$ cat src/hbbs_cfg.svh
`ifndef HBBS_CFG_SVH
`define HBBS_CFG_SVH
// frequency control word: period in mclk cycles per half period
`define HBBS_FREQ_W        12
// floor frequency half period (cycles) and ceiling = floor / 2.5
`define HBBS_FLOOR_HALF    12'd1000
`define HBBS_CEIL_HALF     12'd400
`define HBBS_DEAD_NS       1400
`define HBBS_CLK_NS        10
`define HBBS_DEAD_CYC      ((`HBBS_DEAD_NS + `HBBS_CLK_NS - 1) / `HBBS_CLK_NS)
`define HBBS_STEP          12'd1
`define HBBS_WARMUP_CNT    5'd16
`define HBBS_STRIKE_CNT    5'd15
// control update once every this many cycles plus one
`define HBBS_UPD_CYC       8'd64
`endif

$ cat src/hbbs_pkg.sv
package hbbs_pkg;
    typedef enum logic [2:0] {
        HBBS_OFF     = 3'b000,
        HBBS_BOOT    = 3'b001,
        HBBS_WARM    = 3'b010,
        HBBS_STRIKE  = 3'b011,
        HBBS_RUN     = 3'b100,
        HBBS_OPEN    = 3'b101,
        HBBS_RESTART = 3'b110
    } hbbs_phase_type;

    typedef struct packed {
        logic start_ok;
        logic run_ok;
        logic stop_low;
    } hbbs_supply_type;

    typedef struct packed {
        logic upper_gate;
        logic lower_gate;
    } hbbs_gate_type;
endpackage : hbbs_pkg

$ cat src/hbbs_sequencer.sv
// Notes on behaviour
// - at start threshold hold lower gate on, upper off, before oscillating.
// - at run threshold start oscillator and drop bus-pin supply current.
// - dead time between gates (lower turns on at once when preheat drops to boot or open load); neither gate on half a period or more.
// - frequency always between floor and 2.5 times floor.
// - preheat begins at ceiling frequency, then lowers at once.
// - in preheat sample sense comparator as lower gate turns off.
// - preheat lowers frequency above warmup threshold, raises it below.
// - once warmup threshold reached, hold frequency for rest of warmup.
// - warmup time is 16 completed timing capacitor cycles.
// - timing pin grounded keeps device in preheat forever.
// - floor reached in preheat means open load: latch lower on.
// - after warmup, strike phase sweeps frequency down to floor.
// - strike ends at floor or after 15 timing cycles.
// - from strike, sense voltage serves capacitive-mode protection.
// - after preheat bus pin senses bus; high current raises frequency.
// - strike and run sample at lower turn-on; below 20mV raise frequency.
// - run frequency is max of floor, feed-forward, capacitive value.
// - stop below stop threshold, resume only above run threshold.
// - restart at ceiling, shift to floor over 15 cycles, then run.
`timescale 1ns/10ps
`include "hbbs_cfg.svh"
module hbbs_sequencer
(
    input  wire logic             mclk,
    input  wire logic             rst_n,
    input  wire logic             supply_start_pin,
    input  wire logic             supply_run_pin,
    input  wire logic             supply_stop_pin,
    input  wire logic             sense_above_warmup_pin,
    input  wire logic             sense_below_hard_pin,
    input  wire logic             bus_over_level_pin,
    input  wire logic             timing_cycle_pin,
    input  wire logic             timing_grounded_pin,
    output logic                  upper_gate,
    output logic                  lower_gate,
    output logic                  bus_sense_supply_en,
    output logic                  bus_sense_measure_en,
    output logic                  open_load,
    output hbbs_pkg::hbbs_phase_type phase
);
    // ------------------------------------------------------------
    // input synchronisers
    // ------------------------------------------------------------
    hbbs_pkg::hbbs_supply_type sup;
    logic                      warm_hi;
    logic                      hard_lo;
    logic                      bus_hi;
    logic                      tcyc_s;
    logic                      tgnd;
    logic                      tcyc_rise;

    hbbs_sync u_s0 (.mclk(mclk), .rst_n(rst_n), .d(supply_start_pin),
                    .q(sup.start_ok));
    hbbs_sync u_s1 (.mclk(mclk), .rst_n(rst_n), .d(supply_run_pin),
                    .q(sup.run_ok));
    hbbs_sync u_s2 (.mclk(mclk), .rst_n(rst_n), .d(supply_stop_pin),
                    .q(sup.stop_low));
    hbbs_sync u_s3 (.mclk(mclk), .rst_n(rst_n), .d(sense_above_warmup_pin),
                    .q(warm_hi));
    hbbs_sync u_s4 (.mclk(mclk), .rst_n(rst_n), .d(sense_below_hard_pin),
                    .q(hard_lo));
    hbbs_sync u_s5 (.mclk(mclk), .rst_n(rst_n), .d(bus_over_level_pin),
                    .q(bus_hi));
    hbbs_sync u_s6 (.mclk(mclk), .rst_n(rst_n), .d(timing_cycle_pin),
                    .q(tcyc_s));
    hbbs_sync u_s7 (.mclk(mclk), .rst_n(rst_n), .d(timing_grounded_pin),
                    .q(tgnd));

    // each completed timing capacitor cycle counts once
    hbbs_edge u_e0 (.mclk(mclk), .rst_n(rst_n), .d(tcyc_s),
                    .rise(tcyc_rise));

    // ------------------------------------------------------------
    // state
    // ------------------------------------------------------------
    hbbs_pkg::hbbs_phase_type phase_r;
    hbbs_pkg::hbbs_phase_type phase_nxt;
    logic [`HBBS_FREQ_W-1:0]  half_r;
    logic [`HBBS_FREQ_W-1:0]  half_cnt_r;
    logic [7:0]               dead_cnt_r;
    logic                     side_r;
    logic [4:0]               tcnt_r;
    logic                     warm_lock_r;
    logic                     warm_cross;
    logic                     restart_r;
    logic [7:0]               upd_cnt_r;
    logic                     upd;
    logic                     warm_smp_r;
    logic                     hard_smp_r;
    logic                     lower_off_ev;
    logic                     lower_on_ev;
    logic                     osc_on;
    logic                     at_floor;
    logic                     at_ceil;
    hbbs_pkg::hbbs_gate_type  gate_nxt;

    assign osc_on   = (phase_r == hbbs_pkg::HBBS_WARM)
                   || (phase_r == hbbs_pkg::HBBS_STRIKE)
                   || (phase_r == hbbs_pkg::HBBS_RUN)
                   || (phase_r == hbbs_pkg::HBBS_RESTART);
    assign at_floor = (half_r >= `HBBS_FLOOR_HALF);
    assign at_ceil  = (half_r <= `HBBS_CEIL_HALF);
    assign upd      = (upd_cnt_r == 8'h00);
    // a below sample once off the ceiling means warmup current reached
    assign warm_cross = upd && (phase_r == hbbs_pkg::HBBS_WARM)
                     && !warm_lock_r && !warm_smp_r && !at_ceil;

    // ------------------------------------------------------------
    // phase sequencing
    // ------------------------------------------------------------
    always_comb
    begin
        phase_nxt = phase_r;
        unique case (phase_r)
            hbbs_pkg::HBBS_OFF:
                if (sup.start_ok && !restart_r)
                    phase_nxt = hbbs_pkg::HBBS_BOOT;
            hbbs_pkg::HBBS_BOOT:
                if (sup.run_ok)
                    phase_nxt = hbbs_pkg::HBBS_WARM;
            hbbs_pkg::HBBS_WARM:
                if (at_floor && upd)
                    phase_nxt = hbbs_pkg::HBBS_OPEN;
                else if (!tgnd && tcyc_rise
                         && tcnt_r == `HBBS_WARMUP_CNT - 5'd1)
                    phase_nxt = hbbs_pkg::HBBS_STRIKE;
            hbbs_pkg::HBBS_STRIKE:
                if (at_floor
                    || (tcyc_rise && tcnt_r == `HBBS_STRIKE_CNT - 5'd1))
                    phase_nxt = hbbs_pkg::HBBS_RUN;
            hbbs_pkg::HBBS_RUN:
                ;
            hbbs_pkg::HBBS_OPEN:
                ;
            hbbs_pkg::HBBS_RESTART:
                if (tcyc_rise && tcnt_r == `HBBS_STRIKE_CNT - 5'd1)
                    phase_nxt = hbbs_pkg::HBBS_RUN;
            default:
                phase_nxt = hbbs_pkg::HBBS_OFF;
        endcase
        // undervoltage overrides; open load clears only below start
        if (!sup.start_ok)
            phase_nxt = hbbs_pkg::HBBS_OFF;
        else if (sup.stop_low && osc_on)
            phase_nxt = (phase_r == hbbs_pkg::HBBS_WARM)
                      ? hbbs_pkg::HBBS_BOOT
                      : hbbs_pkg::HBBS_OFF;
        else if (phase_r == hbbs_pkg::HBBS_OFF && restart_r && sup.run_ok
                 && !sup.stop_low)
            phase_nxt = hbbs_pkg::HBBS_RESTART;
    end

    always_ff @(posedge mclk or negedge rst_n)
    begin
        if (!rst_n)
            phase_r <= hbbs_pkg::HBBS_OFF;
        else
            phase_r <= phase_nxt;
    end

    // a stop out of strike, run or restart waits in off for the run level, then
    // restarts at the ceiling instead of repeating the warmup
    always_ff @(posedge mclk or negedge rst_n)
    begin
        if (!rst_n)
            restart_r <= 1'b0;
        else if (!sup.start_ok)
            restart_r <= 1'b0;
        else if (sup.stop_low && osc_on && phase_r != hbbs_pkg::HBBS_WARM)
            restart_r <= 1'b1;
        else if (phase_r == hbbs_pkg::HBBS_RESTART)
            restart_r <= 1'b0;
    end

    // ------------------------------------------------------------
    // timing capacitor cycle counter
    // ------------------------------------------------------------
    always_ff @(posedge mclk or negedge rst_n)
    begin
        if (!rst_n)
            tcnt_r <= 5'd0;
        else if (phase_nxt != phase_r)
            tcnt_r <= 5'd0;
        else if (tcyc_rise && !tgnd)
            tcnt_r <= tcnt_r + 5'd1;
    end

    // ------------------------------------------------------------
    // control update tick
    // ------------------------------------------------------------
    always_ff @(posedge mclk or negedge rst_n)
    begin
        if (!rst_n)
            upd_cnt_r <= `HBBS_UPD_CYC;
        else if (upd)
            upd_cnt_r <= `HBBS_UPD_CYC;
        else
            upd_cnt_r <= upd_cnt_r - 8'd1;
    end

    // ------------------------------------------------------------
    // comparator sampling at gate edges
    // ------------------------------------------------------------
    assign lower_off_ev = osc_on && !side_r && (half_cnt_r == 12'h000)
                       && (dead_cnt_r == 8'h00);
    // half_r may move inside the dead window; watch the gate instead
    assign lower_on_ev  = osc_on && gate_nxt.lower_gate && !lower_gate;

    // no sample yet reads as above, so warmup leaves the ceiling
    always_ff @(posedge mclk or negedge rst_n)
    begin
        if (!rst_n)
            warm_smp_r <= 1'b1;
        else if (phase_r != hbbs_pkg::HBBS_WARM)
            warm_smp_r <= 1'b1;
        else if (lower_off_ev)
            warm_smp_r <= warm_hi;
    end

    always_ff @(posedge mclk or negedge rst_n)
    begin
        if (!rst_n)
            hard_smp_r <= 1'b0;
        else if (phase_r == hbbs_pkg::HBBS_WARM)
            hard_smp_r <= 1'b0;
        else if (lower_on_ev)
            hard_smp_r <= hard_lo;
    end

    // ------------------------------------------------------------
    // warmup threshold lock
    // ------------------------------------------------------------
    always_ff @(posedge mclk or negedge rst_n)
    begin
        if (!rst_n)
            warm_lock_r <= 1'b0;
        else if (phase_r != hbbs_pkg::HBBS_WARM)
            warm_lock_r <= 1'b0;
        else if (warm_cross)
            warm_lock_r <= 1'b1;
    end

    // ------------------------------------------------------------
    // frequency control word (half period; larger is lower frequency)
    // ------------------------------------------------------------
    always_ff @(posedge mclk or negedge rst_n)
    begin
        if (!rst_n)
            half_r <= `HBBS_CEIL_HALF;
        else if (!osc_on)
            half_r <= `HBBS_CEIL_HALF;
        else if (upd)
        begin
            // any raise request wins; floor is the run default
            if (hard_smp_r || (bus_hi && phase_r != hbbs_pkg::HBBS_WARM)
                || warm_cross)
            begin
                if (!at_ceil)
                    half_r <= half_r - `HBBS_STEP;
            end
            else if (phase_r == hbbs_pkg::HBBS_WARM && warm_lock_r)
                half_r <= half_r;
            else if (!at_floor)
                half_r <= half_r + `HBBS_STEP;
        end
    end

    // ------------------------------------------------------------
    // half-bridge timing with dead time
    // ------------------------------------------------------------
    always_ff @(posedge mclk or negedge rst_n)
    begin
        if (!rst_n)
        begin
            half_cnt_r <= 12'h000;
            dead_cnt_r <= 8'h00;
            side_r     <= 1'b0;
        end
        else if (!osc_on)
        begin
            half_cnt_r <= half_r;
            dead_cnt_r <= 8'h00;
            side_r     <= 1'b0;
        end
        else if (dead_cnt_r != 8'h00)
            dead_cnt_r <= dead_cnt_r - 8'd1;
        else if (half_cnt_r == 12'h000)
        begin
            half_cnt_r <= half_r;
            side_r     <= ~side_r;
            dead_cnt_r <= 8'(`HBBS_DEAD_CYC);
        end
        else
            half_cnt_r <= half_cnt_r - 12'd1;
    end

    always_comb
    begin
        gate_nxt = '0;
        unique case (phase_r)
            hbbs_pkg::HBBS_BOOT,
            hbbs_pkg::HBBS_OPEN:
                gate_nxt.lower_gate = 1'b1;
            hbbs_pkg::HBBS_WARM,
            hbbs_pkg::HBBS_STRIKE,
            hbbs_pkg::HBBS_RUN,
            hbbs_pkg::HBBS_RESTART:
            begin
                // gates only on outside the dead window
                gate_nxt.upper_gate = side_r && dead_cnt_r == 8'h00;
                gate_nxt.lower_gate = !side_r && dead_cnt_r == 8'h00;
            end
            hbbs_pkg::HBBS_OFF:
                gate_nxt = '0;
            default:
                gate_nxt = '0;
        endcase
    end

    // ------------------------------------------------------------
    // registered outputs
    // ------------------------------------------------------------
    always_ff @(posedge mclk or negedge rst_n)
    begin
        if (!rst_n)
        begin
            upper_gate           <= 1'b0;
            lower_gate           <= 1'b0;
            bus_sense_supply_en  <= 1'b1;
            bus_sense_measure_en <= 1'b0;
            open_load            <= 1'b0;
            phase                <= hbbs_pkg::HBBS_OFF;
        end
        else
        begin
            upper_gate           <= gate_nxt.upper_gate;
            lower_gate           <= gate_nxt.lower_gate;
            bus_sense_supply_en  <= (phase_r == hbbs_pkg::HBBS_OFF)
                                 || (phase_r == hbbs_pkg::HBBS_BOOT);
            bus_sense_measure_en <= (phase_r == hbbs_pkg::HBBS_STRIKE)
                                 || (phase_r == hbbs_pkg::HBBS_RUN)
                                 || (phase_r == hbbs_pkg::HBBS_RESTART);
            open_load            <= (phase_r == hbbs_pkg::HBBS_OPEN);
            phase                <= phase_r;
        end
    end
endmodule : hbbs_sequencer

$ cat src/hbbs_sync.sv
`timescale 1ns/10ps
module hbbs_sync
(
    input  wire logic mclk,
    input  wire logic rst_n,
    input  wire logic d,
    output logic      q
);
    logic s1_r;

    always_ff @(posedge mclk or negedge rst_n)
    begin
        if (!rst_n)
        begin
            s1_r <= 1'b0;
            q    <= 1'b0;
        end
        else
        begin
            s1_r <= d;
            q    <= s1_r;
        end
    end
endmodule : hbbs_sync

$ cat src/hbbs_edge.sv
`timescale 1ns/10ps
module hbbs_edge
(
    input  wire logic mclk,
    input  wire logic rst_n,
    input  wire logic d,
    output logic      rise
);
    logic d_r;

    always_ff @(posedge mclk or negedge rst_n)
    begin
        if (!rst_n)
            d_r <= 1'b0;
        else
            d_r <= d;
    end

    assign rise = d & ~d_r;
endmodule : hbbs_edge

$ cat config.mk
export PLATFORM = sky130hd
export DESIGN_NAME = hbbs_sequencer
export DESIGN_NICKNAME = d
export VERILOG_FILES = /design/src/hbbs_pkg.sv /design/src/hbbs_sequencer.sv /design/src/hbbs_sync.sv /design/src/hbbs_edge.sv
export VERILOG_INCLUDE_DIRS = /design/src
export SDC_FILE = /design/constraint.sdc
export NUM_CORES = 1
export LEC_CHECK = 0
export BUFFER_PORTS_ARGS = -buffer_cell sky130_fd_sc_hd__buf_2
export CORE_ASPECT_RATIO = 1.2
export CORE_MARGIN = 2
export CORE_UTILIZATION = 45
export CTS_CLUSTER_SIZE = 14
export DETAILED_ROUTE_END_ITERATION = 8
export PLACE_DENSITY = 0.62
export SLEW_MARGIN = 5
export SYNTH_ARGS = -nofsm -noshare
export SYNTH_HDL_FRONTEND = slang
export SYNTH_SLANG_ARGS = --single-unit
$ cat constraint.sdc
create_clock -name mclk -period 4.15 [get_ports mclk]
set_input_delay 0.2075 -clock mclk [delete_from_list [all_inputs] [get_ports mclk]]
set_output_delay 0.2075 -clock mclk [all_outputs]
set_load 0.02 [all_outputs]
==> reports/qor.csv, run 1 <==
stage;metric;value;unit
clocking;CTS root buf;clkbuf_8;
floorplanning;Initial Util;0.4664;
floorplanning;DIE AREA;0.01026;mm2
drt;Vias/cell;5.679;
timing;Final min period;3714;ps
floorplanning;# IOs;18;
critical_path;CP most frequent cell;ha_1;
critical_path;crit-path max cell delay;430;ps
power;static leakage;2.031;nW
timing;final setup fails;0;
clocking;clock slew at reported path FFs;90;ps
place;Placer Congestion;0.8562;
synth;Mean Syn Cell Area;9.462;um2
place;placed wire-length estimate;6190;um
grt;GRT Overall Usage;0.1850;
finish;Area Growth Syn to Fin;11.37;%
place;port bufs;17;
grt;initial antenna violation count;0;
timing;Total Neg Setup Slack;0;ps
power;Worst VDD drop;0.2755;mV
floorplanning;Core Area;0.009129;mm2
synth;largest cells by area after synthesis;dfrtp_1 42%, ha_1 5.3%, nor2_1 5.1%;
run_status;status;finished with violations;
worst_hold_path;Hold Path Class;input pin to async pin;
synth;count of state elements after synthesis;78;
floorplanning;Die Span X;92.80;um
critical_path;reg2reg path depth;13;
grt;pin count of the biggest net entering global routing;79;
drt;final wirelength;8928;um
floorplanning;FP Rows;38;
synth;top-count cell post-synth;dfrtp_1;
critical_path;top cell family by delay on the critical path;simple AND/OR/NAND/NOR gates;
grt;first-pass GRT wire length;15460;um
critical_path;CP Max Fanout;12;
finish;Fillers;855;
critical_path;R2R Setup Slk;440;ps
drt;DR DRC count;0;
critical_path;crit end category;flop;
drt;DR vias;3413;
critical_path;critical path launch point type;flop;
critical_path;worst-path cell chain;inv_1 -> ha_1 -> nor3b_1 -> and2_1 -> o211ai_1 -> nand2_1 -> ha_1 -> a21o_1 -> or3_1 -> o21ai_0 -> nor4_1 -> o31ai_1 -> a21oi_1;
synth;warning count from the yosys run;0;
clocking;cts repair resizes;0;
drt;Routed Antenna Nets;0;
synth;most frequent cells after synthesis;72 x dfrtp_1, 58 x nor2_1, 39 x nand2_1;
grt;grt ovf;0;
timing;worst slew pin tran;967.7;ps
timing;Max Clk Rate;269.2;MHz
drt;wire per inst;14.86;um
floorplanning;die height;110.6;um
drt;DRC marker count from the first detailed-route iteration;175;
clocking;CTS tree;built;
critical_path;CP Buf/Inv Count;1;
timing;Slew headroom;0.3549;
timing;Hold Fails Final Rpt;4;
synth;Synth Instances;450;
timing;Layout Skew;12.82;ps
synth;Mapped Area;0.004258;mm2
timing;Hold WS;-19.31;ps
run;MaxCap Viol Count;0;
clocking;Skew-Pair Late Insertion Delay;360;ps
clocking;CTS H-tree lvls;3;
critical_path;WP data required;4380;ps
synth;Async S/R FF share, synth;1.000;
synth;top cell type's share of synthesized area;0.4232;
critical_path;reg-to-reg critical path endpoint;half_r[10];
timing;fin crit share;0.8950;
critical_path;Critical R2R Launch;upd_cnt_r[0];
critical_path;worst setup path category;flop to flop;
clocking;CTS max path bufs;2;
finish;n_diodes;0;
clocking;Inserted Clock Buffers;9;
critical_path;Critical-path top delay cell;o21ai_0;
power;Power Dens Cells;539.1;mW/mm2
timing;Slew Viols, Final;0;
synth;Seq/Total Area, Yosys;0.4602;
clocking;CTS sink cnt;78;
drt;drt first pass iters;4;
timing;RSZ-0062 raised after global routing;no;
finish;share of cells above drive strength 1;0.1185;
synth;syn_nets;479;
finish;Core Util, Final;0.5195;
synth;Top FF cell, synth;dfrtp_1;
synth;post-synth top area cell;dfrtp_1;
critical_path;Critical Path AT;3950;ps
grt;vias in the first global route;3305;
finish;layout net count;505;
run_status;failing checks;negative hold slack;
synth;Yosys cell types;67;
synth;Post-synth EDFFs;0;
## per-layer routing
layer,wire length [um],vias up,share of wire,track usage
met5,0,-,0,0
met4,108,0,0.012,0.06176
met3,303,13,0.034,0.03342
met2,4369,63,0.49,0.2995
met1,4147,1651,0.46,0.2499
li1,-,1686,-,-
## cell families (layout without fill, tap and decap cells)
kind of cell | Yosys count | in the layout | synth area share
simple gates | 177 | 177 | 0.2092
compound gates | 121 | 121 | 0.1898
flops | 78 | 78 | 0.4602
buf+inv | 32 | 63 | 0.03320
fa+ha+maj | 19 | 19 | 0.05760
xor+xnor | 15 | 15 | 0.03086
mux | 8 | 8 | 0.01910
## where the power goes
group	internal, W	leakage [nW]	switching, W
combinational	0.000396	0.927	0.000630
clock	0.000302	0.105	0.000297
sequential	0.000862	0.999	0.0000692
## metrics by stage
| step | hold slack (ps) | cell area [um2] | instances | setup WS [ps] | total power (W) |
|---|---|---|---|---|---|
| 2_1_floorplan | -88.09 | 4258 | 450 | 957.8 | 0.001720 |
| 3_3_place_gp | 316.0 | 4456 | 577 | 575.5 | 0.001943 |
| 3_5_place_dp | 316.8 | 4456 | 577 | 485.9 | 0.001961 |
| 4_1_cts | 31.11 | 4742 | 601 | 457.3 | 0.002576 |
| 5_1_grt | 72.55 | 4742 | 601 | 12.00 | 0.002761 |
| 6_report | -19.31 | 4742 | 601 | 435.8 | 0.002556 |
## registers in the layout, summed over array words and instances, names as in the netlist, 3 cells and up
name	flops
tcnt_r	5
phase_r	3
dead_cnt_r	8
half_r	12
half_cnt_r	12
upd_cnt_r	8
phase	3
## final cells by class
type / instances / area [um2] / area share
clock buffer: 11 / 141.4 / 0.02982
tap: 120 / 150.1 / 0.03166
timing repair buffer: 30 / 205.2 / 0.04327
multi-input combinational: 340 / 2157 / 0.4549
clock inverter: 5 / 65.06 / 0.01372
sequential: 78 / 1959 / 0.4132
inverter: 17 / 63.81 / 0.01346
## placed cells by master, fill, tap and decap left out, types with 7 or more instances in the layout
cell            n
dfrtp_1        72
nor2_1         58
nand2_1        39
a21oi_1        34
o21ai_0        24
ha_1           18
inv_1          17
buf_2          16
nor3_1         12
xnor2_1        12
o211ai_1       10
nand3_1        10
clkbuf_8       10
dlygate4sd3_1   8
nor4_1          7
or3_1           7
mux2i_1         7
o21a_1          7
## worst reg2reg max path, cell delays in order (launching register included)
cell and delay [ps]:
dfrtp_1 390, inv_1 80, ha_1 140, nor3b_1 340
and2_1 370, o211ai_1 190, nand2_1 360, ha_1 360
a21o_1 210, or3_1 290, o21ai_0 430, nor4_1 100
o31ai_1 240, a21oi_1 90
## worst max-delay path by stage
stage	from	endpoint	slack, ps	depth (start not counted)
after global routing	upd_cnt_r[0]	half_r[10]	10	14
final	upd_cnt_r[0]	half_r[10]	440	13
after detailed placement	upd_cnt_r[0]	half_r[10]	490	13
after CTS	upd_cnt_r[0]	half_r[10]	460	13
after floorplan	upd_cnt_r[0]	half_r[10]	960	15
after global placement	upd_cnt_r[0]	half_r[10]	580	14
## what timing repair did
item	CTS	global route
hold endpoints to repair	8	0
setup endpoints to repair	0	0
hold buffers	8	0
setup buffers	0	0
No activity file was read; power rests on OpenSTA's default activity.
==> run 2, diff against run 1 <==
--- a/config.mk
+++ b/config.mk
@@ -12,7 +12,6 @@
 export CORE_UTILIZATION = 45
 export CTS_CLUSTER_SIZE = 14
 export DETAILED_ROUTE_END_ITERATION = 8
-export PLACE_DENSITY = 0.62
 export SLEW_MARGIN = 5
 export SYNTH_ARGS = -nofsm -noshare
 export SYNTH_HDL_FRONTEND = slang
==> run 2 against run 1 <==
The flow still finishes with violations (negative hold slack); clock power fell by 4.8%; cell area barely moved; global-route usage barely moved; first-iteration DRC count fell by 20%; count of clock-buffer cells in the layout fell by 2; flip-flop and latch count did not move; register-to-register slack barely moved; setup slack got worse by 11 ps; critical path depth rose by 1.
==> reports/qor.csv, run 2 (same netlist as run 1, synthesis figures left out) <==
stage;metric;value;unit
run_status;status;finished with violations;
run_status;failing checks;negative hold slack;
worst_hold_path;Hold Path Class;input pin to async pin;
timing;Max Clk Rate;268.4;MHz
critical_path;R2R Setup Slk;420;ps
critical_path;WP data required;4380;ps
drt;Routed Antenna Nets;0;
clocking;postcts setup bufs;0;
timing;Hold Fails Final Rpt;8;
timing;Slew headroom;0.3587;
floorplanning;# IOs;18;
grt;initial antenna violation count;0;
timing;Hold WS;-10.75;ps
clocking;CTS H-tree lvls;3;
place;placed wire-length estimate;6189;um
timing;final setup fails;0;
timing;setup ws final;424.6;ps
clocking;CTS sink cnt;78;
power;static leakage;2.023;nW
grt;grt ovf;0;
grt;first-pass GRT wire length;15420;um
critical_path;crit end category;flop;
power;Tot Pwr;0.002530;W
finish;commonest non-fill, non-tap cell in the layout;dfrtp_1;
timing;worst slew pin tran;961.9;ps
finish;design area;0.004740;mm2
drt;Vias/cell;5.609;
drt;DR DRC count;0;
place;Post-Place Worst Slack;465.4;ps
finish;Fillers;868;
finish;Area Growth Syn to Fin;11.31;%
finish;Storage cell area;0.001959;mm2
power;Power Dens Cells;533.8;mW/mm2
grt;pin count of the biggest net entering global routing;79;
floorplanning;Core Area;0.009129;mm2
clocking;clock slew at reported path FFs;80;ps
finish;most frequent cells in the layout;72 x dfrtp_1, 58 x nor2_1, 39 x nand2_1;
critical_path;critical path launch point type;flop;
critical_path;worst setup path category;flop to flop;
floorplanning;Die Span X;92.80;um
clocking;Inserted Clock Buffers;9;
floorplanning;FP Rows;38;
drt;DRC marker count from the first detailed-route iteration;140;
run;MaxCap Viol Count;0;
place;port bufs;17;
finish;share of cells above drive strength 1;0.1206;
finish;layout net count;505;
drt;wire per inst;14.67;um
clocking;CTS max path bufs;2;
drt;drt first pass iters;5;
finish;largest registers;half_cnt_r x12, half_r x12;
critical_path;CP Max Fanout;12;
timing;RSZ-0062 raised after global routing;no;
timing;Slew Viols, Final;0;
clocking;CTS tree;built;
clocking;Skew-Pair Late Insertion Delay;350;ps
timing;Final min period;3725;ps
timing;Total Neg Setup Slack;0;ps
grt;vias in the first global route;3193;
timing;fin crit share;0.8977;
clocking;CTS root buf;clkbuf_8;
timing;Layout Skew;11.54;ps
drt;final wirelength;8819;um
critical_path;Critical Path AT;3950;ps
finish;area of the multi-input gates;0.002157;mm2
grt;GRT Overall Usage;0.1850;
drt;DR vias;3371;
floorplanning;die height;110.6;um
floorplanning;DIE AREA;0.01026;mm2
finish;n_diodes;0;
power;Worst VDD drop;0.2972;mV
place;Placer Congestion;0.8159;
floorplanning;Initial Util;0.4664;
place;placed inst area;0.004456;mm2
-- run 2: critical path, stage by stage (launching register included) --
cell and delay, ps:
dfrtp_1 400, inv_1 80, ha_1 140, nor3b_1 340, and2_1 360, o211ai_1 190, nand2_1 370, inv_1 130
fa_1 410, nor2b_1 170, o31a_1 200, o21ai_0 180, o211a_1 240, o31ai_1 270, a21oi_1 100
-- run 2: timing repair --
item	4_1_cts	5_1_grt
endpoints found under the hold margin	8	0
hold buffers	8	0
gates resized for setup	0	1
endpoints found under the setup margin	0	1
-- run 2: final timing paths --
kind,startpoint,end,depth (start not counted)
setup / recovery,upd_cnt_r[0],half_r[10],14
hold / removal,rst_n,dead_cnt_r[7],1
setup reg to reg,upd_cnt_r[0],half_r[10],14
hold reg to reg,u_s7.s1_r,u_s7.q,0
max in group asynchronous,rst_n,half_cnt_r[2],1
min in group mclk,u_s7.s1_r,u_s7.q,0
-- run 2: report_power, final --
group	total [W]	switching, W	leakage (nW)	internal [W]
Sequential	0.000935	0.0000726	0.999	0.000862
Combinational	0.00103	0.000629	0.928	0.000396
Clock	0.000570	0.000287	0.0964	0.000283
-- run 2: layout make-up --
class	instances	share of cell area
timing repair buffer	30	0.04329
sequential	78	0.4134
multi-input combinational	340	0.4551
tap	120	0.03168
inverter	17	0.01346
clock buffer	9	0.02614
clock inverter	7	0.01690
-- run 2: layer usage --
metal	global-route usage	routed length (um)	up-vias
met2	0.2903	4171	47
met1	0.2549	4210	1624
met5	0	0	-
li1	-	-	1685
met3	0.03683	238	15
met4	0.06471	199	0
-- run 2: per-stage QoR --
step	utilization	hold slack (ps)	instances
after floorplan	-	-88.09	450
after global placement	0.4881	315.6	577
after detailed placement	0.4881	316.8	577
after CTS	0.5192	36.25	601
after global routing	0.5192	72.29	601
final	0.5192	-10.75	601
